`config.mk`:
```
export PLATFORM = sky130hd
export DESIGN_NAME = alu_status_flags
export DESIGN_NICKNAME = d
export VERILOG_FILES = /design/src/hdl/pointer_step.v /design/src/hdl/alu_status_flags.v
export VERILOG_INCLUDE_DIRS = /design/src /design/src/hdl
export SDC_FILE = /design/constraint.sdc
export NUM_CORES = 1
export LEC_CHECK = 0
export ABC_AREA = 1
export CORE_MARGIN = 4
export CORE_UTILIZATION = 40
export DETAILED_ROUTE_END_ITERATION = 8
export DONT_BUFFER_PORTS = 1
export PLACE_DENSITY = 0.56
export SETUP_SLACK_MARGIN = 0.3
export SLEW_MARGIN = 25
export SYNTH_ARGS = -nofsm -noshare
export SYNTH_HDL_FRONTEND = slang
export SYNTH_SLANG_ARGS = --single-unit
```
`constraint.sdc`:
```
create_clock -name ref_clk -period 3.8 [get_ports ref_clk]
set_input_delay 0.95 -clock ref_clk [delete_from_list [all_inputs] [get_ports ref_clk]]
set_output_delay 0.95 -clock ref_clk [all_outputs]
set_load 0.05 [all_outputs]
```
`src/hdl/alu_flags_map.vh`:
```
// register offsets, field positions, reset values and op codes of the alu status block
`ifndef ALU_FLAGS_MAP_VH
`define ALU_FLAGS_MAP_VH
`define ALU_STAT_ADDR      8'h04
`define ALU_CARRY_BIT      0
`define ALU_NIBBLE_BIT     1
`define ALU_ZERO_BIT       2
`define ALU_OVF_BIT        3
`define ALU_P0_LO_BIT      4
`define ALU_P1_LO_BIT      6
`define ALU_MODE_RESET     4'hf
`define ALU_FLAG_RESET     4'h0
`define STEP_DEC           2'h0
`define STEP_INC           2'h1
`define OP_MOVE_W_F        4'h0
`define OP_CLEAR_F         4'h1
`define OP_ADD_F           4'h2
`define OP_ADD_LIT         4'h3
`define OP_SUB_F           4'h4
`define OP_SUB_LIT         4'h5
`define OP_RRC             4'h6
`define OP_RLC             4'h7
`define OP_BIT_CLR         4'h8
`define OP_BIT_SET         4'h9
`define OP_SWAP            4'ha
`define OP_AND             4'hb
`define OP_IOR             4'hc
`define OP_XOR             4'hd
`define OP_INC             4'he
`define OP_DEC             4'hf
`endif

```
`src/hdl/pointer_step.v`:
```
// post-access step of one indirect pointer, selected by a 2-bit mode field
`timescale 1ns/10ps
`default_nettype none
`include "alu_flags_map.vh"
module pointer_step (
   input  wire [1:0] mode,
   input  wire [7:0] ptr_in,
   output reg  [7:0] ptr_out
);
   always @* begin
      case (mode)
         `STEP_DEC: ptr_out = ptr_in - 8'h01;
         `STEP_INC: ptr_out = ptr_in + 8'h01;
         default:   ptr_out = ptr_in;
      endcase
   end
endmodule
`default_nettype wire

```
`src/hdl/alu_status_flags.v`:
```
// 8-bit alu with status flags and indirect pointer mode register
//
// Our own choice: the plain strobed port.
`timescale 1ns/10ps
`default_nettype none
`include "alu_flags_map.vh"
// Summary of operation
// - flag-affecting op on status: result not written to flags
// - clear of status: modes zero, zero set
// - subtraction carries act as inverted borrows
// - overflow set outside -128..+127, else cleared
// - overflow means sign bit wrongly changed
// - operands from working, file or immediate
// - bits 7:6 step pointer one
// - bits 5:4 step pointer zero
// - reset: mode bits one, flags undefined (the code loads them with zero)
// - add carry from msb, rotates load carry
module alu_status_flags (
   input  wire       ref_clk,
   input  wire       nrst,
   input  wire       op_valid,
   input  wire [3:0] op_code,
   input  wire [7:0] file_addr,
   input  wire [7:0] file_data,
   input  wire [7:0] literal,
   input  wire [2:0] bit_sel,
   input  wire       dest_is_file,
   input  wire       single_on_w,
   input  wire       ptr0_access,
   input  wire       ptr1_access,
   input  wire [7:0] ptr0_in,
   input  wire [7:0] ptr1_in,
   input  wire [7:0] reg_addr,
   input  wire [7:0] reg_wdata,
   input  wire       reg_wr,
   input  wire       reg_rd,
   output reg  [7:0] reg_rdata,
   output reg  [7:0] result,
   output reg        result_to_file,
   output reg  [7:0] working_register,
   output reg  [7:0] ptr0_out,
   output reg  [7:0] ptr1_out,
   output reg        ptr0_load,
   output reg        ptr1_load,
   output wire [7:0] alu_flags_and_pointer_modes
);
   reg  [3:0] mode_r;
   reg  [3:0] flag_r;
   reg  [3:0] mode_nxt;
   reg  [3:0] flag_nxt;
   reg  [7:0] w_nxt;
   reg  [7:0] res;
   reg  [8:0] sum;
   reg  [4:0] nib;
   reg  [7:0] opa;
   reg  [7:0] opb;
   reg  [3:0] upd;
   reg        carry_in;
   reg        arith;
   reg        carry_new;
   reg        nibble_new;
   reg        zero_new;
   reg        ovf_new;
   wire [7:0] step0;
   wire [7:0] step1;
   wire [7:0] src;
   wire       dst_stat;
   wire       stat_wr;
   wire       stat_rd;
   wire [7:0] ptr_in_bus   [0:1];
   wire [7:0] ptr_step_bus [0:1];

   // decoder used only by the status write path, not by the alu
   function is_flag_op;
      input [3:0] op;
      begin
         case (op)
            `OP_MOVE_W_F: is_flag_op = 1'b0;
            `OP_BIT_CLR:  is_flag_op = 1'b0;
            `OP_BIT_SET:  is_flag_op = 1'b0;
            `OP_SWAP:     is_flag_op = 1'b0;
            default:      is_flag_op = 1'b1;
         endcase
      end
   endfunction

   // one address compare shared by the file port and the register port
   function is_stat_addr;
      input [7:0] addr;
      begin
         is_stat_addr = (addr == `ALU_STAT_ADDR);
      end
   endfunction

   assign alu_flags_and_pointer_modes = {mode_r, flag_r};
   // register bus and instruction both may target the status word
   assign dst_stat = op_valid && dest_is_file && is_stat_addr(file_addr);
   // other addresses on the register port are ignored, reads give zero
   assign stat_wr  = reg_wr && is_stat_addr(reg_addr);
   assign stat_rd  = reg_rd && is_stat_addr(reg_addr);
   // status read back through the file port sees the live value
   assign src = (op_valid && is_stat_addr(file_addr)) ? {mode_r, flag_r} :
                (single_on_w ? working_register : file_data);

   // both pointers step alike, one copy per two-bit mode field
   assign ptr_in_bus[0] = ptr0_in;
   assign ptr_in_bus[1] = ptr1_in;

   genvar g;
   generate
      for (g = 0; g < 2; g = g + 1) begin : step_gen
         pointer_step pointer_step_i (
            .mode    (mode_r[2*g+1:2*g]),
            .ptr_in  (ptr_in_bus[g]),
            .ptr_out (ptr_step_bus[g])
         );
      end
   endgenerate

   assign step0 = ptr_step_bus[0];
   assign step1 = ptr_step_bus[1];

   always @* begin
      res      = 8'h00;
      sum      = 9'h000;
      nib      = 5'h00;
      opa      = working_register;
      opb      = src;
      carry_in = 1'b0;
      arith    = 1'b0;
      upd      = 4'h0;
      case (op_code)
         `OP_MOVE_W_F: res = working_register;
         `OP_CLEAR_F: begin
            res = 8'h00;
            upd = 4'b0100;
         end
         `OP_ADD_F, `OP_ADD_LIT, `OP_SUB_F, `OP_SUB_LIT: begin
            // subtract adds the two's complement, so carry out means no borrow
            if (op_code == `OP_ADD_LIT || op_code == `OP_SUB_LIT)
               opb = literal;
            if (op_code == `OP_SUB_F) begin
               opa = src;
               opb = ~working_register;
               carry_in = 1'b1;
            end else if (op_code == `OP_SUB_LIT) begin
               opa = literal;
               opb = ~working_register;
               carry_in = 1'b1;
            end
            sum   = {1'b0, opa} + {1'b0, opb} + {8'h00, carry_in};
            nib   = {1'b0, opa[3:0]} + {1'b0, opb[3:0]} + {4'h0, carry_in};
            res   = sum[7:0];
            arith = 1'b1;
            upd   = 4'b1111;
         end
         `OP_INC, `OP_DEC: begin
            // decrement adds all ones, so carry out again means no borrow
            if (op_code == `OP_INC)
               opb = 8'h01;
            else
               opb = 8'hff;
            opa   = src;
            sum   = {1'b0, opa} + {1'b0, opb};
            nib   = {1'b0, opa[3:0]} + {1'b0, opb[3:0]};
            res   = sum[7:0];
            arith = 1'b1;
            upd   = 4'b1111;
         end
         `OP_RRC: begin
            res = {flag_r[`ALU_CARRY_BIT], src[7:1]};
            sum = {src[0], 8'h00};
            upd = 4'b0001;
         end
         `OP_RLC: begin
            res = {src[6:0], flag_r[`ALU_CARRY_BIT]};
            sum = {src[7], 8'h00};
            upd = 4'b0001;
         end
         `OP_BIT_CLR: res = src & ~(8'h01 << bit_sel);
         `OP_BIT_SET: res = src | (8'h01 << bit_sel);
         `OP_SWAP:    res = {src[3:0], src[7:4]};
         `OP_AND: begin
            res = working_register & src;
            upd = 4'b0100;
         end
         `OP_IOR: begin
            res = working_register | src;
            upd = 4'b0100;
         end
         `OP_XOR: begin
            res = working_register ^ src;
            upd = 4'b0100;
         end
         default: res = src;
      endcase
   end

   // flag values the current op would give, before the update mask
   always @* begin
      carry_new  = sum[8];
      nibble_new = nib[4];
      zero_new   = (res == 8'h00);
      // sign flips when both inputs agree in sign and the result differs
      ovf_new    = arith && (opa[7] == opb[7]) &&
                   (res[7] != opa[7]);
   end

   always @* begin
      mode_nxt = mode_r;
      flag_nxt = flag_r;
      w_nxt    = working_register;
      if (stat_wr) begin
         mode_nxt = reg_wdata[7:4];
         flag_nxt = reg_wdata[3:0];
      end
      if (op_valid) begin
         if (dst_stat) begin
            mode_nxt = res[7:4];
            // data write to flags only when the op leaves them alone
            if (!is_flag_op(op_code))
               flag_nxt = res[3:0];
         end else if (!dest_is_file)
            w_nxt = res;
         // flag result always wins over the data write
         if (upd[`ALU_CARRY_BIT])
            flag_nxt[`ALU_CARRY_BIT] = carry_new;
         if (upd[`ALU_NIBBLE_BIT])
            flag_nxt[`ALU_NIBBLE_BIT] = nibble_new;
         if (upd[`ALU_ZERO_BIT])
            flag_nxt[`ALU_ZERO_BIT] = zero_new;
         if (upd[`ALU_OVF_BIT])
            flag_nxt[`ALU_OVF_BIT] = ovf_new;
      end
   end

   // status word: op beats register write, settled in the next-state logic
   always @(posedge ref_clk or negedge nrst) begin
      if (!nrst) begin
         mode_r <= `ALU_MODE_RESET;
         // flags have no defined reset; zero keeps simulation free of unknowns
         flag_r <= `ALU_FLAG_RESET;
      end else begin
         mode_r <= mode_nxt;
         flag_r <= flag_nxt;
      end
   end

   always @(posedge ref_clk or negedge nrst) begin
      if (!nrst) begin
         working_register <= 8'h00;
         result           <= 8'h00;
         result_to_file   <= 1'b0;
      end else begin
         working_register <= w_nxt;
         result           <= res;
         // the status word is never handed to the file write port
         result_to_file   <= op_valid && dest_is_file && !dst_stat;
      end
   end

   // read data stands in the cycle after the strobe only
   always @(posedge ref_clk or negedge nrst) begin
      if (!nrst) begin
         reg_rdata <= 8'h00;
      end else if (stat_rd) begin
         reg_rdata <= {mode_r, flag_r};
      end else begin
         reg_rdata <= 8'h00;
      end
   end

   // stepped value always offered; the load pulse says whether to take it
   always @(posedge ref_clk or negedge nrst) begin
      if (!nrst) begin
         ptr0_out  <= 8'h00;
         ptr1_out  <= 8'h00;
         ptr0_load <= 1'b0;
         ptr1_load <= 1'b0;
      end else begin
         ptr0_out  <= step0;
         ptr1_out  <= step1;
         ptr0_load <= ptr0_access && !mode_r[1];
         ptr1_load <= ptr1_access && !mode_r[3];
      end
   end
endmodule
`default_nettype wire

```
# Word level (Yosys, flattened, before mapping)
# Cells that the tools add are included.
dict set report word_totals {
  wordCells 114
  inputBits 72
  register_bits 51
  output_inout_bits 51
}
dict set report op_classes {
  reduce_logical 25
  n_shift 1
  bitwise 9
  eq_ne 21
  mux 38
  n_addsub 10
}
# cell count
set op_table {}
lappend op_table {{two-way mux 8 bit} 12}
lappend op_table {{case mux 8 bit (12 select lines)} 1}
lappend op_table {{case mux 8 bit (2 select lines)} 4}
lappend op_table {{case mux 9 bit (4 select lines)} 1}
lappend op_table {{== test 4 bit (second input constant)} 8}
lappend op_table {{two-way mux 4 bit} 7}
lappend op_table {{adder 8 x 8 -> 9 bit} 2}
lappend op_table {{adder 8 x 1 -> 8 bit (second input constant)} 2}
lappend op_table {{bitwise AND 8 bit} 2}
lappend op_table {{== test 4 x 3 -> 1 bit (second input constant)} 4}
lappend op_table {{== test 8 x 3 -> 1 bit (second input constant)} 2}
lappend op_table {{inverter 8 bit} 2}
lappend op_table {{bitwise OR 8 bit} 2}
lappend op_table {{subtractor 8 x 1 -> 8 bit (second input constant)} 2}
lappend op_table {{case mux 4 bit (3 select lines)} 1}
lappend op_table {{OR reduction 4 bit} 3}
lappend op_table {{two-way mux 1 bit} 11}
lappend op_table {{adder 4 x 4 -> 5 bit} 2}
lappend op_table {{logical AND 1 bit} 10}
lappend op_table {{case mux 5 bit (2 select lines)} 1}
lappend op_table {{adder 9 x 1 -> 9 bit} 1}
lappend op_table {{== test 4 x 2 -> 1 bit (second input constant)} 2}
lappend op_table {{zero test 8 bit} 1}
lappend op_table {{<< shifter 1 x 3 -> 8 bit (first input constant)} 1}
lappend op_table {{other kinds (14)} 20}

# Depth between registers and ports, before layout
dict set report logic_depth {
  word_depth 14
  ltp_mapped 25
  mapped_depth_nobuf 24
}

# Modules after synthesis
# Synthesis repeated with hierarchy kept, for this count alone.
dict set report hier_totals {
  hier_cells 828
  area_unflattened_um2 5252.5
}
# mod n_inst cells_per_inst area_per_inst_um2 seq_area_each_um2
set by_module_without_submodules {}
lappend by_module_without_submodules {alu_status_flags 1 678 4439.3 1281.2}
lappend by_module_without_submodules {pointer_step 2 75 406.6 0.0}

# Least setup slack after synthesis
# No wires, ideal clock.
dict set report synth_timing {
  path_type {input -> register}
  startpoint {input op_code[1]}
  endpoint {register flag_r[2]}
  setup_time_ns 0.077
  n_path_buf 2
  arrival_time_ns 3.759
  required_ns 3.723
  path_slack_ns -0.036
  stages 22
  path_cell_list {buf_4 > inv_2 > nand2_1 > nand3_2 > nor2_1 > buf_2 > inv_1 > o21ai_0 > o22ai_1 > fa_1 > fa_1 > nand3_1 > nand2_1 > o21ai_0 > a21oi_1 > nor2_1 > nand3_1 > nor2_1 > nand3_1 > nor2_1 > nand4_1 > a21oi_1}
}
dict set report synth_via {
  elab_chain_cells 13
  elab_cells_between_ends 48
}
# item line_no
set synth_rtl {}
lappend synth_rtl {{start: declaration} alu_status_flags.v:22} ;# input wire [3:0] op_code,
lappend synth_rtl {{== test 4 x 2 -> 1 bit or == test 4 x 3 -> 1 bit (tied branches)} alu_status_flags.v:132} ;# case (op_code)
lappend synth_rtl {{logical OR 1 bit (no source line)} n/a}
lappend synth_rtl {{two-way mux 8 bit} alu_status_flags.v:140} ;# if (op_code == `OP_ADD_LIT || op_code == `OP_SUB_LIT)
lappend synth_rtl {{two-way mux 8 bit} alu_status_flags.v:146} ;# end else if (op_code == `OP_SUB_LIT) begin
lappend synth_rtl {{two-way mux 8 bit} alu_status_flags.v:142} ;# if (op_code == `OP_SUB_F) begin
lappend synth_rtl {{two-way mux 8 bit} alu_status_flags.v:132}
lappend synth_rtl {{adder 8 x 8 -> 9 bit} alu_status_flags.v:151} ;# sum = {1'b0, opa} + {1'b0, opb} + {8'h00, carry_in};
lappend synth_rtl {{adder 9 x 1 -> 9 bit} alu_status_flags.v:151}
lappend synth_rtl {{case mux 8 bit (12 select lines)} alu_status_flags.v:132}
lappend synth_rtl {{two-way mux 4 bit} alu_status_flags.v:221} ;# if (!is_flag_op(op_code))
lappend synth_rtl {{two-way mux 4 bit} alu_status_flags.v:218} ;# if (dst_stat) begin
lappend synth_rtl {{two-way mux 1 bit *} alu_status_flags.v:230} ;# if (upd[`ALU_ZERO_BIT])
lappend synth_rtl {{two-way mux 4 bit *} alu_status_flags.v:217} ;# if (op_valid) begin
lappend synth_rtl {{named net flag_nxt[2]} alu_status_flags.v:50} ;# reg [3:0] flag_nxt;
lappend synth_rtl {{end signal: assignment} alu_status_flags.v:242} ;# flag_r <= `ALU_FLAG_RESET;
lappend synth_rtl {{end signal: assignment} alu_status_flags.v:245} ;# flag_r <= flag_nxt;
lappend synth_rtl {{end: declaration} alu_status_flags.v:48} ;# reg [3:0] flag_r;
# The timed path passes the listed nets; every way through them passes the cells marked *. The select of a mux whose other input is x is not followed.
# A chain may end at the register's enable or synchronous reset.

# Worst setup path in the final report
dict set report layout_timing {
  startpoint {input file_addr[0]}
  endpoint {register flag_r[2]}
}
dict set report layout_via {
  elab_chain_cells 14
  elab_cells_between_ends 24
}
# item line_no
set layout_rtl {}
lappend layout_rtl {{start: declaration} alu_status_flags.v:23} ;# input wire [7:0] file_addr,
lappend layout_rtl {{== test 8 x 3 -> 1 bit (no source line) *} n/a}
lappend layout_rtl {{logical AND 1 bit} alu_status_flags.v:102} ;# assign src = (op_valid && is_stat_addr(file_addr)) ? {mode_r, flag_r} :
lappend layout_rtl {{two-way mux 8 bit} alu_status_flags.v:102}
lappend layout_rtl {{two-way mux 8 bit} alu_status_flags.v:140}
lappend layout_rtl {{two-way mux 8 bit} alu_status_flags.v:146}
lappend layout_rtl {{two-way mux 8 bit} alu_status_flags.v:142}
lappend layout_rtl {{two-way mux 8 bit} alu_status_flags.v:132}
lappend layout_rtl {{adder 8 x 8 -> 9 bit} alu_status_flags.v:151}
lappend layout_rtl {{adder 9 x 1 -> 9 bit} alu_status_flags.v:151}
lappend layout_rtl {{case mux 8 bit (12 select lines)} alu_status_flags.v:132}
lappend layout_rtl {{two-way mux 4 bit} alu_status_flags.v:221}
lappend layout_rtl {{two-way mux 4 bit} alu_status_flags.v:218}
lappend layout_rtl {{two-way mux 1 bit *} alu_status_flags.v:230}
lappend layout_rtl {{two-way mux 4 bit *} alu_status_flags.v:217}
lappend layout_rtl {{named net flag_nxt[2]} alu_status_flags.v:50}
# Marks and branches as above.

==> results.py <==
metrics = {
    "run_status": {
        "status": "completed",
    },
    "clocking": {
        "cts_hold_buf": 0,
        "clkLatencyLatePin_ns": 0.29,
        "root_buffer": "clkbuf_16",
        "cts_made_buffers": 5,
        "cts_max_level": 2,
        "cts_tree": "yes",
        "cts_sinks": 51,
        "cts_buffer_depth": 2,
        "path_clk_slew_ns": 0.06,
    },
    "routing": {
        "wirelength_mm": 18.8,
        "ant_nets": 0,
        "wl_per_cell_um": 18.7,
        "drc": 0,
        "num_vias": 5451,
        "drtIter0Drc": 406,
        "via_per_inst": 5.43,
        "drtPass1Iterations": 5,
    },
    "timing": {
        "skew_ns": 0.00517,
        "worst_pin_slew_ns": 0.873,
        "min_period_over_period_pct": 91.1,
        "hold_viol": 0,
        "drv_slew": 0,
        "timing.setup.tns_ns": 0,
        "rsz0062_at_grt": "yes",
        "slew-limit-headroom_pct": 41.4,
        "setup_violations": 0,
        "min_period_ns": 3.46,
        "fmax_mhz": 289,
    },
    "worst_setup_path": {
        "critPathArrivalTime_ns": 3.68,
        "criticalPathCategory": "in2reg",
        "reg2reg_depth": 19,
        "critPathMaxFanout": 5,
        "worstReg2RegEnd": "flag_r[2]$_DFF_PN0_",
        "r2r_start": "flag_r[2]$_DFF_PN0_",
        "end_kind": "flop",
        "worstSetupStartpointType": "input port",
        "crit_required_ns": 4.02,
        "r2r_setup_slack_ns": 0.57,
    },
    "logic_synthesis": {
        "synth_top_family_by_area": "simple AND/OR/NAND/NOR gates",
        "synth-edff-count": 0,
        "syn_nets": 869,
        "yosysWarnings": 0,
        "postSynth.asyncResetShare_pct": 100,
        "synthMuxAreaShare_pct": 0,
        "synthSimpleGateAreaFrac_pct": 36.1,
        "syn_area_per_cell_um2": 6.46,
        "synthFlopType": "dfrtp_1",
        "synth_seq_cells": 51,
        "synth_compound_area_share_pct": 18.1,
        "yosysUniqueCellTypes": 51,
        "yosysSeqAreaShare_pct": 25.9,
        "synth_xor_area_share_pct": 1.06,
        "netlist_instances": 766,
        "synth-adder-area-share_pct": 8.60,
        "syn-cell-area_um2": 4940,
    },
    "power_and_ir_drop": {
        "ir_drop_mv": 0.188,
        "power_density_nw_per_um2": 483,
        "power.leakage_nw": 3.07,
    },
    "die": {
        "chipWidth_um": 119,
        "dieArea_um2": 14200,
        "ioPinCount": 123,
        "start_util_pct": 41.0,
        "core_area_um2": 12100,
        "fp-row-count": 40,
        "die_h_um": 119,
    },
    "final_layout": {
        "nNetsFinal": 937,
        "fin_area_um2": 6030,
        "drive_gt1_share_pct": 20.6,
        "multiInputGateArea_um2": 3360,
        "fill_cells": 1266,
        "finish.utilization_pct": 50.0,
        "ff_latch_area_um2": 1280,
        "diodes": 0,
        "synthToLayoutAreaGrowth_pct": 22.0,
    },
    "grt": {
        "track_usage_pct": 26.0,
        "antenna_found_initial": 0,
        "busiest_layer": "met2",
        "grt_pass1_wl_mm": 28.8,
        "grt_pass1_vias": 5221,
        "grt_use_met2_pct": 44.2,
        "gr-usage-met1_pct": 31.9,
        "grt_max_degree": 52,
        "grt_overflow_total": 0,
        "grt_use_met3_pct": 4.46,
    },
    "placed_design": {
        "portBuffers": 0,
        "gp_congestion": 1.00,
        "hpwlAfterDp_mm": 15.5,
        "place_area_um2": 5610,
    },
    "flow_run": {
        "drv_cap": 0,
    },
    "hold_path": {
        "min_path_type": "in2async",
    },
}
kinds of logic after synthesis:
logic type	Yosys count
fa+ha+maj	31
xor+xnor	6
compound gates	154
buf+inv	128
simple gates	396
flops	51
worst max path at each step:
| stage | from | to | cells past startpoint |
|---|---|---|---|
| global route | file_addr[0] | flag_r[2]$_DFF_PN0_ | 22 |
| finish | file_addr[0] | flag_r[2]$_DFF_PN0_ | 22 |
| CTS | file_addr[5] | flag_r[2]$_DFF_PN0_ | 21 |
| floorplan | op_code[1] | flag_r[2]$_DFF_PN0_ | 21 |
| global placement | file_addr[7] | flag_r[2]$_DFF_PN0_ | 21 |
| detailed placement | file_addr[1] | flag_r[0]$_DFF_PN0_ | 21 |
sequential cells by signal (all words and copies together) (netlist names), 4 cells and up:
name / cells
flag_r: 4
mode_r: 4
ptr0_out: 8
ptr1_out: 8
reg_rdata: 8
result: 8
working_register: 8
synth_stat cells, types with 2 or more instances:
master | instances | area share, %
nand2_1 | 190 | 14
inv_1 | 108 | 8.2
nor2_1 | 84 | 6.4
nand3_1 | 69 | 7.0
o21ai_0 | 60 | 6.1
dfrtp_1 | 47 | 24
a21oi_1 | 43 | 4.4
ha_1 | 26 | 6.6
o22ai_1 | 12 | 1.5
nand2_2 | 10 | 1.3
nand4_1 | 7 | 0.89
o221ai_1 | 7 | 1.2
inv_2 | 6 | 0.46
nor2_2 | 6 | 0.76
nor3_1 | 6 | 0.61
o31ai_1 | 6 | 0.91
fa_1 | 5 | 2.0
nand2_4 | 5 | 1.1
nand3_2 | 5 | 1.0
xnor2_1 | 5 | 0.89
clkbuf_1 | 4 | 0.30
dfstp_2 | 4 | 2.1
o21a_1 | 4 | 0.61
o21ai_1 | 4 | 0.40
and2_1 | 3 | 0.38
buf_2 | 3 | 0.30
buf_4 | 3 | 0.46
nor4_1 | 3 | 0.38
o211ai_1 | 3 | 0.46
o21bai_1 | 3 | 0.46
a21o_1 | 2 | 0.30
a22oi_1 | 2 | 0.30
o21ai_2 | 2 | 0.35
or2_2 | 2 | 0.25
worst max-delay path: stages:
cell and delay (ns):
nor2_4 0.10, nand2_4 0.07, nor2_8 0.15, nand3_4 0.09, nand2_4 0.10, inv_4 0.04
nor2_4 0.07, o22ai_2 0.08, fa_2 0.40, fa_2 0.42, buf_6 0.13, nand3_2 0.05
nand2_2 0.08, o21ai_2 0.13, a21oi_2 0.05, nor2_1 0.10, nand3_1 0.10, nor2_2 0.11
nand3_1 0.08, nor2_1 0.12, nand4_1 0.11, a21oi_2 0.15
cell usage in the layout (no fill, tap or decap), types with 6 or more instances in the layout:
cell type  synthesis  routed
a21oi_1           43      36
a21oi_2            0       7
buf_4              3      69
dfrtp_1           47      47
ha_1              26      24
inv_1            108     106
nand2_1          190     180
nand2_2           10      17
nand2_4            5       8
nand3_1           69      65
nand3_2            5       9
nand4_1            7       7
nor2_1            84      75
nor2_2             6      11
o21ai_0           60      55
o21ai_1            4       7
o22ai_1           12      10
o31ai_1            6       6
power by group:
group	total, mW	internal [mW]	switching [mW]
Combinational	1.49	0.538	0.947
Sequential	0.907	0.635	0.272
Clock	0.519	0.327	0.191
per-layer routing:
layer | vias up | share of wire [%]
met5 | - | 0
met4 | 0 | 5.0
met3 | 48 | 7.3
met2 | 218 | 47
met1 | 2530 | 41
li1 | 2655 | -
stage by stage:
stage                     power [mW]  hold slack, ns  setup WS (ns)  instances
after floorplan                 1.79           0.654          0.183        766
after global placement          2.26           0.550        -0.0173        984
after detailed placement        2.28           0.567        -0.0921        984
after CTS                       2.81           0.339          0.243        994
after global routing            3.09           0.330          0.116       1003
final                           2.91           0.347          0.340       1003
layout make-up:
type | instances | area share (%)
Timing Repair Buffer | 72 | 9.15
Multi-Input combinational cell | 587 | 55.7
Sequential cell | 51 | 21.2
Clock buffer | 6 | 2.30
Clock inverter | 2 | 0.581
Inverter | 117 | 7.59
Tap cell | 168 | 3.48
timing repair:
| action | in CTS | in global routing |
|---|---|---|
| resized for setup | 2 | 42 |
| setup buffers | 2 | 9 |
| endpoints found under the setup margin | 3 | 17 |
| cloned | 0 | 0 |
| pin swaps | 6 | 36 |
(Power assumes the default switching activity.)
